`config.mk`:
```
export PLATFORM = sky130hd
export DESIGN_NAME = charge_level_warning_flags
export DESIGN_NICKNAME = d
export VERILOG_FILES = /design/src/design/gauge_pkg.sv /design/src/design/charge_level_warning_flags.sv /design/src/design/hyst_flag.sv
export SDC_FILE = /design/constraint.sdc
export NUM_CORES = 2
export LEC_CHECK = 0
export BUFFER_PORTS_ARGS = -buffer_cell sky130_fd_sc_hd__clkbuf_2
export CORE_ASPECT_RATIO = 1.75
export CORE_MARGIN = 2
export CORE_UTILIZATION = 50
export CTS_CLUSTER_DIAMETER = 80
export DETAILED_ROUTE_END_ITERATION = 6
export HOLD_SLACK_MARGIN = 0.03
export PLACE_DENSITY = 0.71
export REMOVE_ABC_BUFFERS = 1
export SYNTH_ARGS = -nofsm -noshare
export SYNTH_HDL_FRONTEND = slang
export SYNTH_HIERARCHICAL = 1
export SYNTH_SLANG_ARGS = --single-unit
export TNS_END_PERCENT = 50
```
`constraint.sdc`:
```
create_clock -name clk_in -period 19.95 [get_ports clk_in]
set_input_delay 0.9975 -clock clk_in [delete_from_list [all_inputs] [get_ports clk_in]]
set_output_delay 0.9975 -clock clk_in [all_outputs]
set_load 0.01 [all_outputs]
```
`src/design/gauge_pkg.sv`:
```
package gauge_pkg;
	// widths
	localparam int CAP_W    = 16;
	localparam int ADC_W    = 16;
	localparam int ACC_W    = 32;
	localparam int ADDR_W   = 8;
	localparam int DATA_W   = 16;
	// register offsets
	localparam logic [7:0] OFS_REMAIN      = 8'h00;
	localparam logic [7:0] OFS_FULL_CHARGE = 8'h01;
	localparam logic [7:0] OFS_NOMINAL     = 8'h02;
	localparam logic [7:0] OFS_FULL_AVAIL  = 8'h03;
	localparam logic [7:0] OFS_FLAGS       = 8'h04;
	localparam logic [7:0] OFS_INIT_SET    = 8'h05;
	localparam logic [7:0] OFS_INIT_CLR    = 8'h06;
	localparam logic [7:0] OFS_FINAL_SET   = 8'h07;
	localparam logic [7:0] OFS_FINAL_CLR   = 8'h08;
	localparam logic [7:0] OFS_QMAX        = 8'h09;
	localparam logic [7:0] OFS_GAIN_LO     = 8'h0a;
	localparam logic [7:0] OFS_GAIN_HI     = 8'h0b;
	localparam logic [7:0] OFS_DELTA_LO    = 8'h0c;
	localparam logic [7:0] OFS_DELTA_HI    = 8'h0d;
	localparam logic [7:0] OFS_BOARD_OFS   = 8'h0e;
	localparam logic [7:0] OFS_TERM_V      = 8'h0f;
	localparam logic [7:0] OFS_VOLTAGE     = 8'h10;
	localparam logic [7:0] OFS_IMPEDANCE   = 8'h11;
	localparam logic [7:0] OFS_IRQ_STATUS  = 8'h12;
	localparam logic [7:0] OFS_IRQ_MASK    = 8'h13;
	localparam logic [7:0] OFS_UPDATE_DIV  = 8'h14;
	// flag word bit positions
	localparam int FLAG_FINAL_BIT   = 1;
	localparam int FLAG_INITIAL_BIT = 2;
	// interrupt status bit positions
	localparam int IRQ_INIT_SET  = 0;
	localparam int IRQ_INIT_CLR  = 1;
	localparam int IRQ_FINAL_SET = 2;
	localparam int IRQ_FINAL_CLR = 3;
	localparam int IRQ_W         = 4;
	// reset values
	localparam logic [15:0] INIT_SET_RST    = 16'h0096;
	localparam logic [15:0] INIT_CLR_RST    = 16'h00af;
	localparam logic [15:0] FINAL_SET_RST   = 16'h004b;
	localparam logic [15:0] FINAL_CLR_RST   = 16'h0064;
	localparam logic [15:0] FINAL_DISABLED  = 16'hffff;
	localparam logic [15:0] QMAX_RST        = 16'h03e8;
	localparam logic [15:0] TERM_V_RST      = 16'h0bb8;
	localparam logic [31:0] GAIN_RST        = 32'h00010000;
	localparam logic [31:0] DELTA_RST       = 32'h00010000;
	localparam logic [7:0]  BOARD_OFS_RST   = 8'h00;
	localparam logic [15:0] UPDATE_DIV_RST  = 16'h0003;
	localparam logic [15:0] ZERO16          = 16'h0000;
	// trim format: unsigned 16.16 fixed point, own layout, not ieee
	localparam int TRIM_FRAC = 16;
	// coulomb counter: accumulator units of charge per capacity lsb
	localparam int CHARGE_SHIFT = 16;
	// simple ocv model: ocv = empty voltage + slope * soc fraction
	localparam logic [15:0] OCV_EMPTY_MV = 16'h0bb8;
	localparam logic [15:0] OCV_SPAN_MV  = 16'h04b0;
	// light-load estimate: impedance scales loss; full load current in mA
	localparam logic [15:0] LOAD_FULL_MA = 16'h03e8;
	typedef enum logic [1:0] {
		ST_IDLE    = 2'b00,
		ST_INTEG   = 2'b01,
		ST_CAPCALC = 2'b10,
		ST_FLAGS   = 2'b11
	} gauge_state_type;
endpackage

```
`src/design/charge_level_warning_flags.sv`:
```
`timescale 1ns/1ps
// Overview of operation
// RULE1: set initial flag when remaining capacity falls below initial set level (mAh).
// RULE2: clear initial flag only when capacity rises above initial clear level.
// RULE3: set final flag when remaining capacity falls below final set level.
// RULE4: final set level of minus one disables final flag setting.
// RULE5: clear final flag only if set and capacity rises above final clear level.
// RULE6: integrate sense-resistor voltage to track charge both directions.
// RULE7: under load, impedance from predicted ocv minus measured loaded voltage.
// RULE8: host loads qmax as rated capacity times parallel cells; also design capacity.
// RULE9: full charge capacity is capacity from full under load to termination voltage.
// RULE10: nominal and full available capacities are uncompensated light-load values.
// RULE11: gain and delta trims use own fixed format, not ieee float.
// RULE12: board offset trim is signed byte, -128 to 127, reset zero.
// RULE13: both flags re-evaluated at every remaining capacity update.
module charge_level_warning_flags
	import gauge_pkg::*;
(
	input  wire logic              clk_in,
	input  wire logic              reset_n_in,
	input  wire logic              clk_en_in,
	input  wire logic [ADC_W-1:0]  sense_input_pos,
	input  wire logic [ADC_W-1:0]  sense_input_neg,
	input  wire logic [15:0]       cell_voltage_in,
	input  wire logic              sample_valid_in,
	input  wire logic [ADDR_W-1:0] addr_in,
	input  wire logic [DATA_W-1:0] wdata_in,
	input  wire logic              wr_in,
	input  wire logic              rd_in,
	output logic [DATA_W-1:0]      rdata_out,
	output logic                   initial_low_charge_flag_out,
	output logic                   final_low_charge_flag_out,
	output logic                   irq_out
);
	// reset release through two flops
	// assert is immediate, release waits two edges
	logic rst_s1_r;
	logic rst_n;
	always_ff @(posedge clk_in or negedge reset_n_in) begin
		if (!reset_n_in) begin
			rst_s1_r <= 1'b0;
			rst_n    <= 1'b0;
		end else begin
			rst_s1_r <= 1'b1;
			rst_n    <= rst_s1_r;
		end
	end

	// pin inputs: two flops before use
	// words are not handshaked: the source holds them while valid is up
	logic [ADC_W-1:0] pos_s1_r;
	logic [ADC_W-1:0] pos_s2_r;
	logic [ADC_W-1:0] neg_s1_r;
	logic [ADC_W-1:0] neg_s2_r;
	logic [15:0]      volt_s1_r;
	logic [15:0]      volt_s2_r;
	logic             vld_s1_r;
	logic             vld_s2_r;
	always_ff @(posedge clk_in or negedge rst_n) begin
		if (!rst_n) begin
			pos_s1_r  <= '0;
			pos_s2_r  <= '0;
			neg_s1_r  <= '0;
			neg_s2_r  <= '0;
			volt_s1_r <= '0;
			volt_s2_r <= '0;
			vld_s1_r  <= 1'b0;
			vld_s2_r  <= 1'b0;
		end else if (clk_en_in) begin
			pos_s1_r  <= sense_input_pos;
			pos_s2_r  <= pos_s1_r;
			neg_s1_r  <= sense_input_neg;
			neg_s2_r  <= neg_s1_r;
			volt_s1_r <= cell_voltage_in;
			volt_s2_r <= volt_s1_r;
			vld_s1_r  <= sample_valid_in;
			vld_s2_r  <= vld_s1_r;
		end
	end

	// configuration registers
	logic [15:0]      init_set_r;
	logic [15:0]      init_clr_r;
	logic [15:0]      final_set_r;
	logic [15:0]      final_clr_r;
	logic [15:0]      qmax_r;
	logic [15:0]      term_v_r;
	logic [15:0]      update_div_r;
	logic [31:0]      gain_r;
	logic [31:0]      delta_r;
	logic [7:0]       board_ofs_r;
	logic [IRQ_W-1:0] irq_status_r;
	logic [IRQ_W-1:0] irq_mask_r;

	// gauge state
	gauge_state_type state_r;
	logic [ACC_W-1:0] charge_acc_r;
	logic [CAP_W-1:0]        remain_r;
	logic [CAP_W-1:0]        full_charge_r;
	logic [CAP_W-1:0]        nominal_r;
	logic [CAP_W-1:0]        full_avail_r;
	logic [15:0]             impedance_r;
	logic [15:0]             voltage_r;
	logic [15:0]             tick_cnt_r;
	// one bit wider than a raw difference: the offset can push past it
	logic signed [ADC_W+1:0] sense_diff_r;

	// write decode
	// writes to read-only places are ignored
	wire wr_init_set  = wr_in && (addr_in == OFS_INIT_SET);
	wire wr_init_clr  = wr_in && (addr_in == OFS_INIT_CLR);
	wire wr_final_set = wr_in && (addr_in == OFS_FINAL_SET);
	wire wr_final_clr = wr_in && (addr_in == OFS_FINAL_CLR);
	wire wr_qmax      = wr_in && (addr_in == OFS_QMAX);
	wire wr_gain_lo   = wr_in && (addr_in == OFS_GAIN_LO);
	wire wr_gain_hi   = wr_in && (addr_in == OFS_GAIN_HI);
	wire wr_delta_lo  = wr_in && (addr_in == OFS_DELTA_LO);
	wire wr_delta_hi  = wr_in && (addr_in == OFS_DELTA_HI);
	wire wr_board     = wr_in && (addr_in == OFS_BOARD_OFS);
	wire wr_term_v    = wr_in && (addr_in == OFS_TERM_V);
	wire wr_irq_stat  = wr_in && (addr_in == OFS_IRQ_STATUS);
	wire wr_irq_mask  = wr_in && (addr_in == OFS_IRQ_MASK);
	wire wr_div       = wr_in && (addr_in == OFS_UPDATE_DIV);

	// config writes; qmax is host loaded and doubles as design capacity
	// trim halves land separately; write both before relying on them
	always_ff @(posedge clk_in or negedge rst_n) begin
		if (!rst_n) begin
			init_set_r   <= INIT_SET_RST;
			init_clr_r   <= INIT_CLR_RST;
			final_set_r  <= FINAL_SET_RST;
			final_clr_r  <= FINAL_CLR_RST;
			qmax_r       <= QMAX_RST;
			gain_r       <= GAIN_RST;
			delta_r      <= DELTA_RST;
			board_ofs_r  <= BOARD_OFS_RST; // see RULE12
			term_v_r     <= TERM_V_RST;
			irq_mask_r   <= '0;
			update_div_r <= UPDATE_DIV_RST;
		end else if (clk_en_in) begin
			if (wr_init_set)  init_set_r  <= wdata_in;
			if (wr_init_clr)  init_clr_r  <= wdata_in;
			if (wr_final_set) final_set_r <= wdata_in;
			if (wr_final_clr) final_clr_r <= wdata_in;
			if (wr_qmax)      qmax_r      <= wdata_in; // see RULE8
			if (wr_gain_lo)   gain_r[15:0]  <= wdata_in; // see RULE11
			if (wr_gain_hi)   gain_r[31:16] <= wdata_in;
			if (wr_delta_lo)  delta_r[15:0]  <= wdata_in;
			if (wr_delta_hi)  delta_r[31:16] <= wdata_in;
			if (wr_board)     board_ofs_r <= wdata_in[7:0]; // see RULE12
			if (wr_term_v)    term_v_r    <= wdata_in;
			if (wr_irq_mask)  irq_mask_r  <= wdata_in[IRQ_W-1:0];
			if (wr_div)       update_div_r <= wdata_in;
		end
	end

	// sense difference with signed board offset; a full-scale difference
	// plus the offset needs one bit more than the difference alone
	wire signed [ADC_W:0] raw_diff = $signed({1'b0, pos_s2_r}) - $signed({1'b0, neg_s2_r});
	wire signed [ADC_W:0] board_ext = {{(ADC_W-7){board_ofs_r[7]}}, board_ofs_r};
	wire signed [ADC_W+1:0] sense_sum = raw_diff + board_ext; // see RULE12
	// gain in 16.16 fixed point; product truncated back to accumulator width
	wire signed [50:0] gained = 51'(sense_sum) * $signed({1'b0, gain_r});
	wire signed [ACC_W-1:0] charge_step = ACC_W'(gained >>> TRIM_FRAC);
	// floor at empty and stop at qmax: a wrap below zero would read
	// back as a full cell, and charge past full is not stored
	wire [ACC_W-1:0] acc_sum   = charge_acc_r + charge_step;
	wire             acc_under = charge_step[ACC_W-1] && (acc_sum > charge_acc_r);
	wire [ACC_W-1:0] acc_full  = {16'h0000, qmax_r} << CHARGE_SHIFT;
	wire [ACC_W-1:0] acc_next  = acc_under ? '0 : ((acc_sum > acc_full) ? acc_full : acc_sum);

	// capacity in mAh derived from accumulator, clamped to qmax
	wire [ACC_W-1:0] acc_cap   = charge_acc_r >> CHARGE_SHIFT;
	wire [CAP_W-1:0] nom_cap   = (acc_cap > {16'h0000, qmax_r}) ? qmax_r : acc_cap[CAP_W-1:0];
	// predicted ocv for present charge, linear in soc
	wire [31:0] soc_span  = {16'h0000, nom_cap} * {16'h0000, OCV_SPAN_MV};
	// qmax of zero gives a zero fraction instead of a divide
	wire [15:0] soc_frac  = (qmax_r == ZERO16) ? ZERO16 : 16'(soc_span / {16'h0000, qmax_r});
	wire [15:0] ocv_pred  = OCV_EMPTY_MV + soc_frac;
	wire        loaded    = sense_diff_r < 0;
	wire [15:0] ocv_drop  = (ocv_pred > voltage_r) ? (ocv_pred - voltage_r) : ZERO16;
	// capacity lost below termination: impedance drop scaled by delta, saturating
	wire [15:0] margin    = (ocv_pred > term_v_r) ? (ocv_pred - term_v_r) : ZERO16;
	wire [47:0] loss_prod = {32'h0, impedance_r} * delta_r;
	wire [15:0] loss_cap  = (loss_prod[47:32] != 16'h0) ? 16'hffff : loss_prod[31:16];
	wire [15:0] full_comp = (qmax_r > loss_cap) ? (qmax_r - loss_cap) : ZERO16;
	wire [15:0] rem_comp  = (nom_cap > loss_cap) ? (nom_cap - loss_cap) : ZERO16;
	// every (update_div+1)th sample refreshes capacities and flags
	wire        tick_done = (tick_cnt_r >= update_div_r);
	wire        eval_flags = (state_r == ST_FLAGS);
	wire        final_off  = (final_set_r == FINAL_DISABLED);

	// gauge sequence: integrate, compute capacities, evaluate flags
	always_ff @(posedge clk_in or negedge rst_n) begin
		if (!rst_n) begin
			state_r       <= ST_IDLE;
			charge_acc_r  <= '0;
			sense_diff_r  <= '0;
			voltage_r     <= '0;
			impedance_r   <= '0;
			tick_cnt_r    <= '0;
			remain_r      <= '0;
			full_charge_r <= '0;
			nominal_r     <= '0;
			full_avail_r  <= '0;
		end else if (clk_en_in) begin
			case (state_r)
				ST_IDLE: begin
					// samples arriving outside idle are dropped
					if (vld_s2_r) begin
						sense_diff_r <= sense_sum;
						voltage_r    <= volt_s2_r;
						state_r      <= ST_INTEG;
					end
				end
				ST_INTEG: begin
					// signed step counts charge and discharge alike
					charge_acc_r <= acc_next; // see RULE6
					tick_cnt_r   <= tick_done ? ZERO16 : tick_cnt_r + 16'h0001;
					state_r      <= tick_done ? ST_CAPCALC : ST_IDLE;
				end
				ST_CAPCALC: begin
					// impedance only refreshed while load drawn
					// remaining uses the impedance of the previous pass
					if (loaded)
						impedance_r <= ocv_drop; // see RULE7
					full_charge_r <= (margin == ZERO16) ? ZERO16 : full_comp; // see RULE9
					remain_r      <= (margin == ZERO16) ? ZERO16 : rem_comp;
					nominal_r     <= nom_cap; // see RULE10
					full_avail_r  <= qmax_r; // see RULE10
					state_r       <= ST_FLAGS;
				end
				ST_FLAGS: begin
					state_r <= ST_IDLE; // see RULE13
				end
				default: state_r <= ST_IDLE;
			endcase
		end
	end

	logic init_flag;
	logic final_flag;
	logic init_set_p;
	logic init_clr_p;
	logic final_set_p;
	logic final_clr_p;

	// initial warning with its own set and clear levels
	hyst_flag u_initial (
		.clk_in          (clk_in),
		.rst_n_in        (rst_n),
		.en_in           (clk_en_in),
		.eval_in         (eval_flags), // see RULE13
		.level_in        (remain_r),
		.set_level_in    (init_set_r), // see RULE1
		.clear_level_in  (init_clr_r), // see RULE2
		.set_disable_in  (1'b0),
		.flag_out        (init_flag),
		.set_pulse_out   (init_set_p),
		.clear_pulse_out (init_clr_p)
	);

	// final warning; clear only when already set
	// minus one as set level turns only the set side off
	hyst_flag u_final (
		.clk_in          (clk_in),
		.rst_n_in        (rst_n),
		.en_in           (clk_en_in),
		.eval_in         (eval_flags), // see RULE13
		.level_in        (remain_r),
		.set_level_in    (final_set_r), // see RULE3
		.clear_level_in  (final_clr_r), // see RULE5
		.set_disable_in  (final_off), // see RULE4
		.flag_out        (final_flag),
		.set_pulse_out   (final_set_p),
		.clear_pulse_out (final_clr_p)
	);

	// sticky events; a new event wins over a write-one clear
	// level moves on the same edge as status, and one edge after a mask write
	wire [IRQ_W-1:0] irq_events = {final_clr_p, final_set_p, init_clr_p, init_set_p};
	wire [IRQ_W-1:0] irq_clear  = wr_irq_stat ? wdata_in[IRQ_W-1:0] : '0;
	wire [IRQ_W-1:0] irq_nxt    = (irq_status_r & ~irq_clear) | irq_events;
	always_ff @(posedge clk_in or negedge rst_n) begin
		if (!rst_n) begin
			irq_status_r <= '0;
			irq_out      <= 1'b0;
		end else if (clk_en_in) begin
			irq_status_r <= irq_nxt;
			irq_out      <= |(irq_nxt & irq_mask_r);
		end
	end

	// flag word and pin copies
	// built from the internal flags, so a read agrees with the pins
	wire [15:0] flag_word = (16'(init_flag) << FLAG_INITIAL_BIT)
		| (16'(final_flag) << FLAG_FINAL_BIT);
	always_ff @(posedge clk_in or negedge rst_n) begin
		if (!rst_n) begin
			initial_low_charge_flag_out <= 1'b0;
			final_low_charge_flag_out   <= 1'b0;
		end else if (clk_en_in) begin
			initial_low_charge_flag_out <= init_flag;
			final_low_charge_flag_out   <= final_flag;
		end
	end

	// read mux; unmapped addresses read zero
	logic [15:0] rd_mux;
	always_comb begin
		if (addr_in == OFS_REMAIN)           rd_mux = remain_r;
		else if (addr_in == OFS_FULL_CHARGE) rd_mux = full_charge_r;
		else if (addr_in == OFS_NOMINAL)     rd_mux = nominal_r;
		else if (addr_in == OFS_FULL_AVAIL)  rd_mux = full_avail_r;
		else if (addr_in == OFS_FLAGS)       rd_mux = flag_word;
		else if (addr_in == OFS_INIT_SET)    rd_mux = init_set_r;
		else if (addr_in == OFS_INIT_CLR)    rd_mux = init_clr_r;
		else if (addr_in == OFS_FINAL_SET)   rd_mux = final_set_r;
		else if (addr_in == OFS_FINAL_CLR)   rd_mux = final_clr_r;
		else if (addr_in == OFS_QMAX)        rd_mux = qmax_r;
		else if (addr_in == OFS_GAIN_LO)     rd_mux = gain_r[15:0];
		else if (addr_in == OFS_GAIN_HI)     rd_mux = gain_r[31:16];
		else if (addr_in == OFS_DELTA_LO)    rd_mux = delta_r[15:0];
		else if (addr_in == OFS_DELTA_HI)    rd_mux = delta_r[31:16];
		else if (addr_in == OFS_BOARD_OFS)   rd_mux = {{8{board_ofs_r[7]}}, board_ofs_r};
		else if (addr_in == OFS_TERM_V)      rd_mux = term_v_r;
		else if (addr_in == OFS_VOLTAGE)     rd_mux = voltage_r;
		else if (addr_in == OFS_IMPEDANCE)   rd_mux = impedance_r;
		else if (addr_in == OFS_IRQ_STATUS)  rd_mux = {12'h000, irq_status_r};
		else if (addr_in == OFS_IRQ_MASK)    rd_mux = {12'h000, irq_mask_r};
		else if (addr_in == OFS_UPDATE_DIV)  rd_mux = update_div_r;
		else                                 rd_mux = ZERO16;
	end

	// read data valid only in the cycle after the strobe
	// a strobe while frozen is lost; keep the enable high
	always_ff @(posedge clk_in or negedge rst_n) begin
		if (!rst_n)
			rdata_out <= '0;
		else if (clk_en_in)
			rdata_out <= rd_in ? rd_mux : ZERO16;
	end
endmodule

```
`src/design/hyst_flag.sv`:
```
`timescale 1ns/1ps
// one warning flag with set and clear hysteresis
module hyst_flag
	import gauge_pkg::*;
(
	input  wire logic              clk_in,
	input  wire logic              rst_n_in,
	input  wire logic              en_in,
	input  wire logic              eval_in,
	input  wire logic [CAP_W-1:0]  level_in,
	input  wire logic [15:0]       set_level_in,
	input  wire logic [15:0]       clear_level_in,
	input  wire logic              set_disable_in,
	output logic                   flag_out,
	output logic                   set_pulse_out,
	output logic                   clear_pulse_out
);
	wire below_set   = (level_in < set_level_in) && !set_disable_in;
	wire above_clear = flag_out && (level_in > clear_level_in);
	wire do_set      = eval_in && !flag_out && below_set;
	wire do_clear    = eval_in && above_clear && !below_set;

	// flag held between thresholds gives the hysteresis
	always_ff @(posedge clk_in or negedge rst_n_in) begin
		if (!rst_n_in) begin
			flag_out        <= 1'b0;
			set_pulse_out   <= 1'b0;
			clear_pulse_out <= 1'b0;
		end else if (en_in) begin
			set_pulse_out   <= do_set;
			clear_pulse_out <= do_clear;
			if (do_set)
				flag_out <= 1'b1;
			else if (do_clear)
				flag_out <= 1'b0;
		end
	end
endmodule
```
* After elaboration in Yosys (flattened, before gate mapping)
Index checks and enable logic that the tools add are counted.
Operators by class: equality and inequality tests 25, div/mod/pow operators 1, reduce and logical (&&, ||, !) cells 59, bitwise gates (word level) 5, order comparisons 13, muxes and demuxes 42, add/subtract/negate cells 9, multipliers 3
Operator list (count):
- 16-bit two-way mux | 32
- 16-bit greater-than comparator | 7
- 8-bit by 4-bit == test with 1-bit output, second input constant | 8
- 32-bit greater-than comparator | 2
- 32-bit two-way mux | 2
- 16-bit subtractor | 4
- 16-bit by 32-bit multiplier with 48-bit output | 1
- 18-bit by 33-bit multiplier with 48-bit output | 1
- 8-bit by 5-bit == test with 1-bit output, second input constant | 5
- 2-bit AND reduction | 18
- 32-bit adder | 1
- 27-bit by 16-bit divider with 32-bit output | 1
- 8-bit by 3-bit == test with 1-bit output, second input constant | 4
- 16-bit logical NOT | 2
- 16-bit less-than comparator | 2
- 1-bit logical AND | 26
- 16-bit by 7-bit multiplier with 23-bit output, second input constant | 1
- 17-bit by 8-bit adder with 18-bit output | 1
- 18-bit by 1-bit less-than comparator with 1-bit output, second input constant | 1
- 16-bit by 16-bit subtractor with 17-bit output | 1
- 12-bit by 16-bit adder with 16-bit output, first input constant | 1
- 16-bit by 1-bit adder with 16-bit output, second input constant | 1
- 16-bit == test, second input constant | 1
- 8-bit by 2-bit == test with 1-bit output, second input constant | 2
- 20 further kinds | 32
Storage, ports and cells: output and inout bits 19, word-level logic and storage cells 201, register bits 481, input bits 78

* Longest topological paths before layout
depth in word-level cells 23, mapped depth 493, gate-level depth less buffers 453

* Modules after synthesis
The synthesis kept the hierarchy.
Modules (own cells, without submodules):
- charge_level_warning_flags | cells an instance 9809, sequential area each 11503.5 um^2, area an instance 83621.4 um^2, times used 1
- hyst_flag | cells an instance 119, sequential area each 75.1 um^2, area an instance 899.6 um^2, times used 2

* Worst setup path before layout
OpenSTA, ideal clock, no wires.
path kind reg2reg, from register qmax_r[1], to register remain_r[10], setup slack -74292 ps, buffers on the path 49, cell stages (with the launch flop) 477, data required time 19884 ps, library setup time 66 ps, arrival 94176 ps, clock period less this slack 94242 ps, cells stage by stage dfrtp_1 -> inv_1 -> ha_1 -> nor2b_1 -> o21a_1 -> o21a_1 -> o21ai_0 -> a21oi_1 -> o22ai_1 -> clkbuf_1 -> buf_1 -> nor2_1 -> a21oi_1 -> inv_1 -> ha_1 -> ha_1 -> fa_1 -> inv_1 -> (+441 left out) -> nor2b_1 -> o21ai_0 -> nand2b_1 -> and2_1 -> o21ai_0 -> nand2b_1 -> and2_1 -> o21ai_0 -> nand2b_1 -> a21o_1 -> a21o_1 -> a21o_1 -> a21oi_1 -> xnor2_1 -> o21ai_0 -> a211oi_1 -> clkbuf_1 -> a22o_1
Between the ends: cells in the longest elaborated chain, start to end 10, elaborated cells on any way between the ends 15, those cells by class add/sub (3); mul (1); div (1); order compare (3); mux (5); reduce/logical (2)
RTL lines:
- start: declaration | line charge_level_warning_flags.sv:86 | logic [15:0] qmax_r;
- start signal: assignment | line charge_level_warning_flags.sv:145 | if (wr_qmax) qmax_r <= wdata_in;
- 16-bit greater-than comparator (*) | line charge_level_warning_flags.sv:174 | wire [CAP_W-1:0] nom_cap = (acc_cap > {16'h0000, qmax_r}) ? qmax_r : acc_cap[CAP_W-1:0];
- 16-bit two-way mux (*) | line charge_level_warning_flags.sv:174
- named net nom_cap[14] | line charge_level_warning_flags.sv:174
- 16-bit by 7-bit multiplier with 23-bit output | line charge_level_warning_flags.sv:176 | wire [31:0] soc_span = {16'h0000, nom_cap} * {16'h0000, OCV_SPAN_MV};
- 27-bit by 16-bit divider with 32-bit output | line charge_level_warning_flags.sv:178 | wire [15:0] soc_frac = (qmax_r == ZERO16) ? ZERO16 : 16'(soc_span / {16'h0000, qmax_r});
- 16-bit two-way mux | line charge_level_warning_flags.sv:178
- 12-bit by 16-bit adder with 16-bit output | line charge_level_warning_flags.sv:179 | wire [15:0] ocv_pred = OCV_EMPTY_MV + soc_frac;
- 16-bit subtractor or 16-bit greater-than comparator (tied branches) | line charge_level_warning_flags.sv:183 | wire [15:0] margin = (ocv_pred > term_v_r) ? (ocv_pred - term_v_r) : ZERO16;
- 16-bit two-way mux | line charge_level_warning_flags.sv:183
- 16-bit logical NOT | line charge_level_warning_flags.sv:228 | remain_r <= (margin == ZERO16) ? ZERO16 : rem_comp;
- 16-bit two-way mux (*) | line charge_level_warning_flags.sv:228
- end signal: assignment | line charge_level_warning_flags.sv:228
- end: declaration | line charge_level_warning_flags.sv:98 | logic [CAP_W-1:0] remain_r;
Mark *: on every way through the listed nets, which the timed path passes. The rest lies on a longest branch. A chain may end at the register's enable or synchronous reset.

* Worst setup path in the final report
from register qmax_r[9], to register full_charge_r[2]
Between the ends: cells in the longest elaborated chain, start to end 10, elaborated cells on any way between the ends 14, those cells by class add/sub (2); mul (1); div (1); order compare (3); mux (5); reduce/logical (2)
RTL lines:
- 16-bit greater-than comparator | line charge_level_warning_flags.sv:174
- 16-bit two-way mux | line charge_level_warning_flags.sv:174
- 16-bit by 7-bit multiplier with 23-bit output | line charge_level_warning_flags.sv:176
- 27-bit by 16-bit divider with 32-bit output | line charge_level_warning_flags.sv:178
- 16-bit two-way mux | line charge_level_warning_flags.sv:178
- 12-bit by 16-bit adder with 16-bit output | line charge_level_warning_flags.sv:179
- 16-bit subtractor or 16-bit greater-than comparator (tied branches) | line charge_level_warning_flags.sv:183
- 16-bit two-way mux | line charge_level_warning_flags.sv:183
- 16-bit logical NOT | line charge_level_warning_flags.sv:227 | full_charge_r <= (margin == ZERO16) ? ZERO16 : full_comp;
- 16-bit two-way mux (*) | line charge_level_warning_flags.sv:227
- end signal: assignment | line charge_level_warning_flags.sv:227
- end: declaration | line charge_level_warning_flags.sv:99 | logic [CAP_W-1:0] full_charge_r;
Mark *: on every way between the ends. The rest lies on a longest branch, timed or not.

==> metrics.log <==
[metrics] outcome: finished, violations left
[metrics] violated checks: DRC, slew limit, setup timing
[metrics] TritonCTS clock tree: done
[metrics] CP Launch Point: qmax_r[9]$_DFFE_PN1P_
[metrics] part of the cycle the worst path needs: 4.17
[metrics] number of remaining DRC errors: 5
[metrics] worst skew pair latency: about 0.66 ns
[metrics] initial antenna violation count: 19
[metrics] max-capacitance violation count: 0
[metrics] reg-to-reg startpoint: qmax_r[9]$_DFFE_PN1P_
[metrics] maximum root-to-sink buffer count: 3
[metrics] router iterations before antenna repair: 7
[metrics] clock-pin slew on the worst setup and hold paths: 0.07 ns
[metrics] Mean Syn Cell Area: around 8.5 um2
[metrics] GRT Residual Overflow: 0
[metrics] pin count of the biggest net entering global routing: 90
[metrics] Worst Slack Setup Final: -63.21 ns
[metrics] number of cells traversed by the worst register-to-register path: roughly 470
[metrics] count of distinct cell types in the synthesized netlist: between 100 and 150
[metrics] post-synthesis async set-or-reset flop share: 1.00
[metrics] largest driver fanout on the critical path: 31
[metrics] Die W: about 320 um
[metrics] FF-to-FF setup slack: -63.21 ns
[metrics] final clock skew: roughly 0.067 ns
[metrics] number of top-level design ports: 97
[metrics] number of enable flip-flop cells after synthesis: 0
[metrics] port buffer count: 96
[metrics] # rows: 200
[metrics] element type at the critical path end: flop
[metrics] violation count after the first detailed-route iteration: between 7000 and 8000
[metrics] overall routed net length: between 300000 and 400000 um
[metrics] RSZ-0062 raised after global routing: yes
[metrics] WL per Instance: between 20 and 25 um
[metrics] detailed placer's ending HPWL: approximately 250000 um
[metrics] wire length of the first global-routing pass: 516000 um
[metrics] Critical Path Start Type: flop
[metrics] worst setup slack after placement: -65.78 ns
[metrics] share of final-layout standard cells stronger than drive strength 1: 0.308
[metrics] data arrival at the endpoint of the critical path: roughly 84 ns
[metrics] Synth Flop Type: dfrtp_1
[metrics] Starting Density: 0.503
[metrics] Post-layout nets: 14424
[metrics] DR vias/cell: around 6.1
[metrics] share of synthesized area occupied by flip-flops and latches: 0.136
[metrics] worst rel slew slack: -0.0621
[metrics] worst hold margin: 0.178 ns
[metrics] total of endpoints with negative setup slack in the final report: 48
[metrics] leading registers by flop count: charge_acc_r x32, delta_r x32, gain_r x32
[metrics] endpoints failing hold: 0
[metrics] Slew Viols, Final: 2
[metrics] clock buffer count from CTS: 45
[metrics] growth of design area from synthesis to finish: 32.0%
[metrics] Num Clock Sinks: between 400 and 500
[metrics] via count of the first global-routing pass: about 95000
[metrics] total number of vias: 89537
[metrics] most repeated library cell on the critical path: o21a_1
[metrics] CP Capture Point: full_charge_r[2]$_DFFE_PN0P_
[metrics] DRT antenna net count: 0
[metrics] final critical path time including I/O delays and setup: 83.16 ns
[metrics] actual transition at the worst max-transition pin: approximately 1.6 ns
[metrics] core footprint: between 150000 and 200000 um2
[metrics] type of the worst min-delay path: in -> async
[metrics] synthesized instance count: 10047
[metrics] critical path's largest stage delay: ~0.55 ns
[metrics] highest attainable clock frequency: 12.0 MHz
[metrics] CTS HTree Levels: 2
[metrics] Synth Register Bits: ~460
[metrics] synthesized cell area: 85400 um2
[metrics] area enclosed by the die boundary: about 170000 um2
[metrics] synth warn: 6
[metrics] GRT Total Usage: 0.383
[metrics] required time of the critical path: ~20 ns
[metrics] routability congestion estimate from global placement: 1.05
[metrics] clk root buf: clkbuf_16
[metrics] highest-delay cell along the critical path: or4_4
[metrics] Crit Path Class: reg -> reg
[metrics] endpoint of the most critical register-to-register path: full_charge_r[2]$_DFFE_PN0P_
[metrics] chip height: 551 um
==> metrics by stage <==
step | cells | util | instance area, um2 | setup TNS [ns]
after floorplan | 9646 | - | 83800 | -3549.85
after global placement | 13805 | 0.596 | 101000 | -2994.49
after detailed placement | 13805 | 0.596 | 101000 | -3139.06
after CTS | 14536 | 0.648 | 110000 | -2783.94
after global routing | 14705 | 0.664 | 113000 | -3183.88
final | 14710 | 0.664 | 113000 | -3016.85
==> cells by family (layout without fill, tap and decap cells) <==
family,after synthesis,after routing,share of synthesized area
XOR/XNOR,363,363,0.0372
adder cells (fa/ha/maj),1902,1902,0.360
other,2,14,0.0000879
AND/OR/NAND/NOR,3124,3124,0.177
multiplexers,364,364,0.0475
buffers and inverters,1783,4212,0.0794
AO/OA/AOI/OAI,2045,2045,0.163
flip-flops,464,464,0.136
==> worst min path at each step <==
stage                       startpoint  slack, ns  depth (start not counted)               to
floorplan           rst_s1_r$_DFF_PN0_       0.33                          0  rst_n$_DFF_PN0_
global placement    rst_s1_r$_DFF_PN0_       0.34                          0  rst_n$_DFF_PN0_
detailed placement  rst_s1_r$_DFF_PN0_       0.34                          0  rst_n$_DFF_PN0_
CTS                         reset_n_in       0.17                          1  rst_n$_DFF_PN0_
global route                reset_n_in       0.18                          1  rst_n$_DFF_PN0_
finish                      reset_n_in       0.18                          1  rst_n$_DFF_PN0_
==> layer usage <==
metal | vias to the layer above | GRT usage | wire length [um]
met5 | - | 0 | 125
met4 | 24 | 0.358 | 40200
met3 | 2392 | 0.0745 | 27300
met2 | 4926 | 0.665 | 168000
met1 | 43500 | 0.380 | 110000
li1 | 38695 | - | -
==> cell usage after synthesis (all sizes together) (44+ instances only) <==
| cell type | count | area [um2] |
|---|---|---|
| o22ai | 44 | 289 |
| a21oi | 456 | 2280 |
| fa | 926 | 18500 |
| nor2b | 85 | 532 |
| xnor2 | 224 | 1960 |
| clkbuf | 372 | 1400 |
| nand3 | 110 | 563 |
| or3 | 55 | 354 |
| a211oi | 48 | 383 |
| dfrtp | 430 | 10800 |
| nand4 | 82 | 513 |
| o21bai | 56 | 420 |
| o211ai | 46 | 355 |
| nor3 | 258 | 1330 |
| nand2b | 153 | 957 |
| o21ai | 405 | 2030 |
| o21a | 222 | 1670 |
| a31oi | 59 | 375 |
| and2 | 424 | 2660 |
| o31ai | 96 | 734 |
| mux2 | 322 | 3630 |
| nand2 | 1188 | 4470 |
| nor2 | 532 | 2020 |
| inv | 1372 | 5150 |
| a21o | 203 | 1520 |
| or2 | 54 | 338 |
| and3 | 58 | 363 |
| ha | 974 | 12200 |
| xor2 | 139 | 1220 |
==> worst max-delay path: cells and delay by family (launching register included) <==
family / cells / cell delay [ns]
AO/OA/AOI/OAI: 250 / 46.19
AND/OR/NAND/NOR: 88 / 13.07
adder cells (fa/ha/maj): 33 / 9.22
buffers and inverters: 93 / 11.91
flip-flops: 1 / 0.54
XOR/XNOR: 2 / 0.44
multiplexers: 5 / 1.45
==> area by class of cell <==
| class | instances | area [um2] |
|---|---|---|
| inverter | 1377 | 5170 |
| clock inverter | 25 | 334 |
| clock buffer | 57 | 1220 |
| fill | 13234 | 56900 |
| timing repair buffer | 2753 | 20800 |
| antenna | 7 | 17.5 |
| multi-input combinational | 7805 | 70800 |
| tap | 2222 | 2780 |
| sequential | 464 | 11700 |
==> placed cells by master, fill, tap and decap left out, types with 211 or more instances in the layout <==
| master | count |
|---|---|
| o21a_1 | 219 |
| fa_1 | 924 |
| and2_1 | 411 |
| mux2_2 | 298 |
| xnor2_1 | 211 |
| inv_1 | 1347 |
| nand2_1 | 1159 |
| o21ai_0 | 301 |
| dfrtp_1 | 429 |
| a21oi_1 | 367 |
| nor3_1 | 231 |
| ha_1 | 882 |
| buf_4 | 2592 |
| nor2_1 | 480 |
==> what timing repair did <==
action	in CTS	in global routing
hold buffers	0	0
cloned	3	1
endpoints found under the setup margin	48	78
buffers inserted	649	168
pin swaps	252	309
resized for setup	500	303
Power is left out: the tool's default activity adds up to more than one toggle a clock period on the data nets, which glitch-free logic cannot reach.
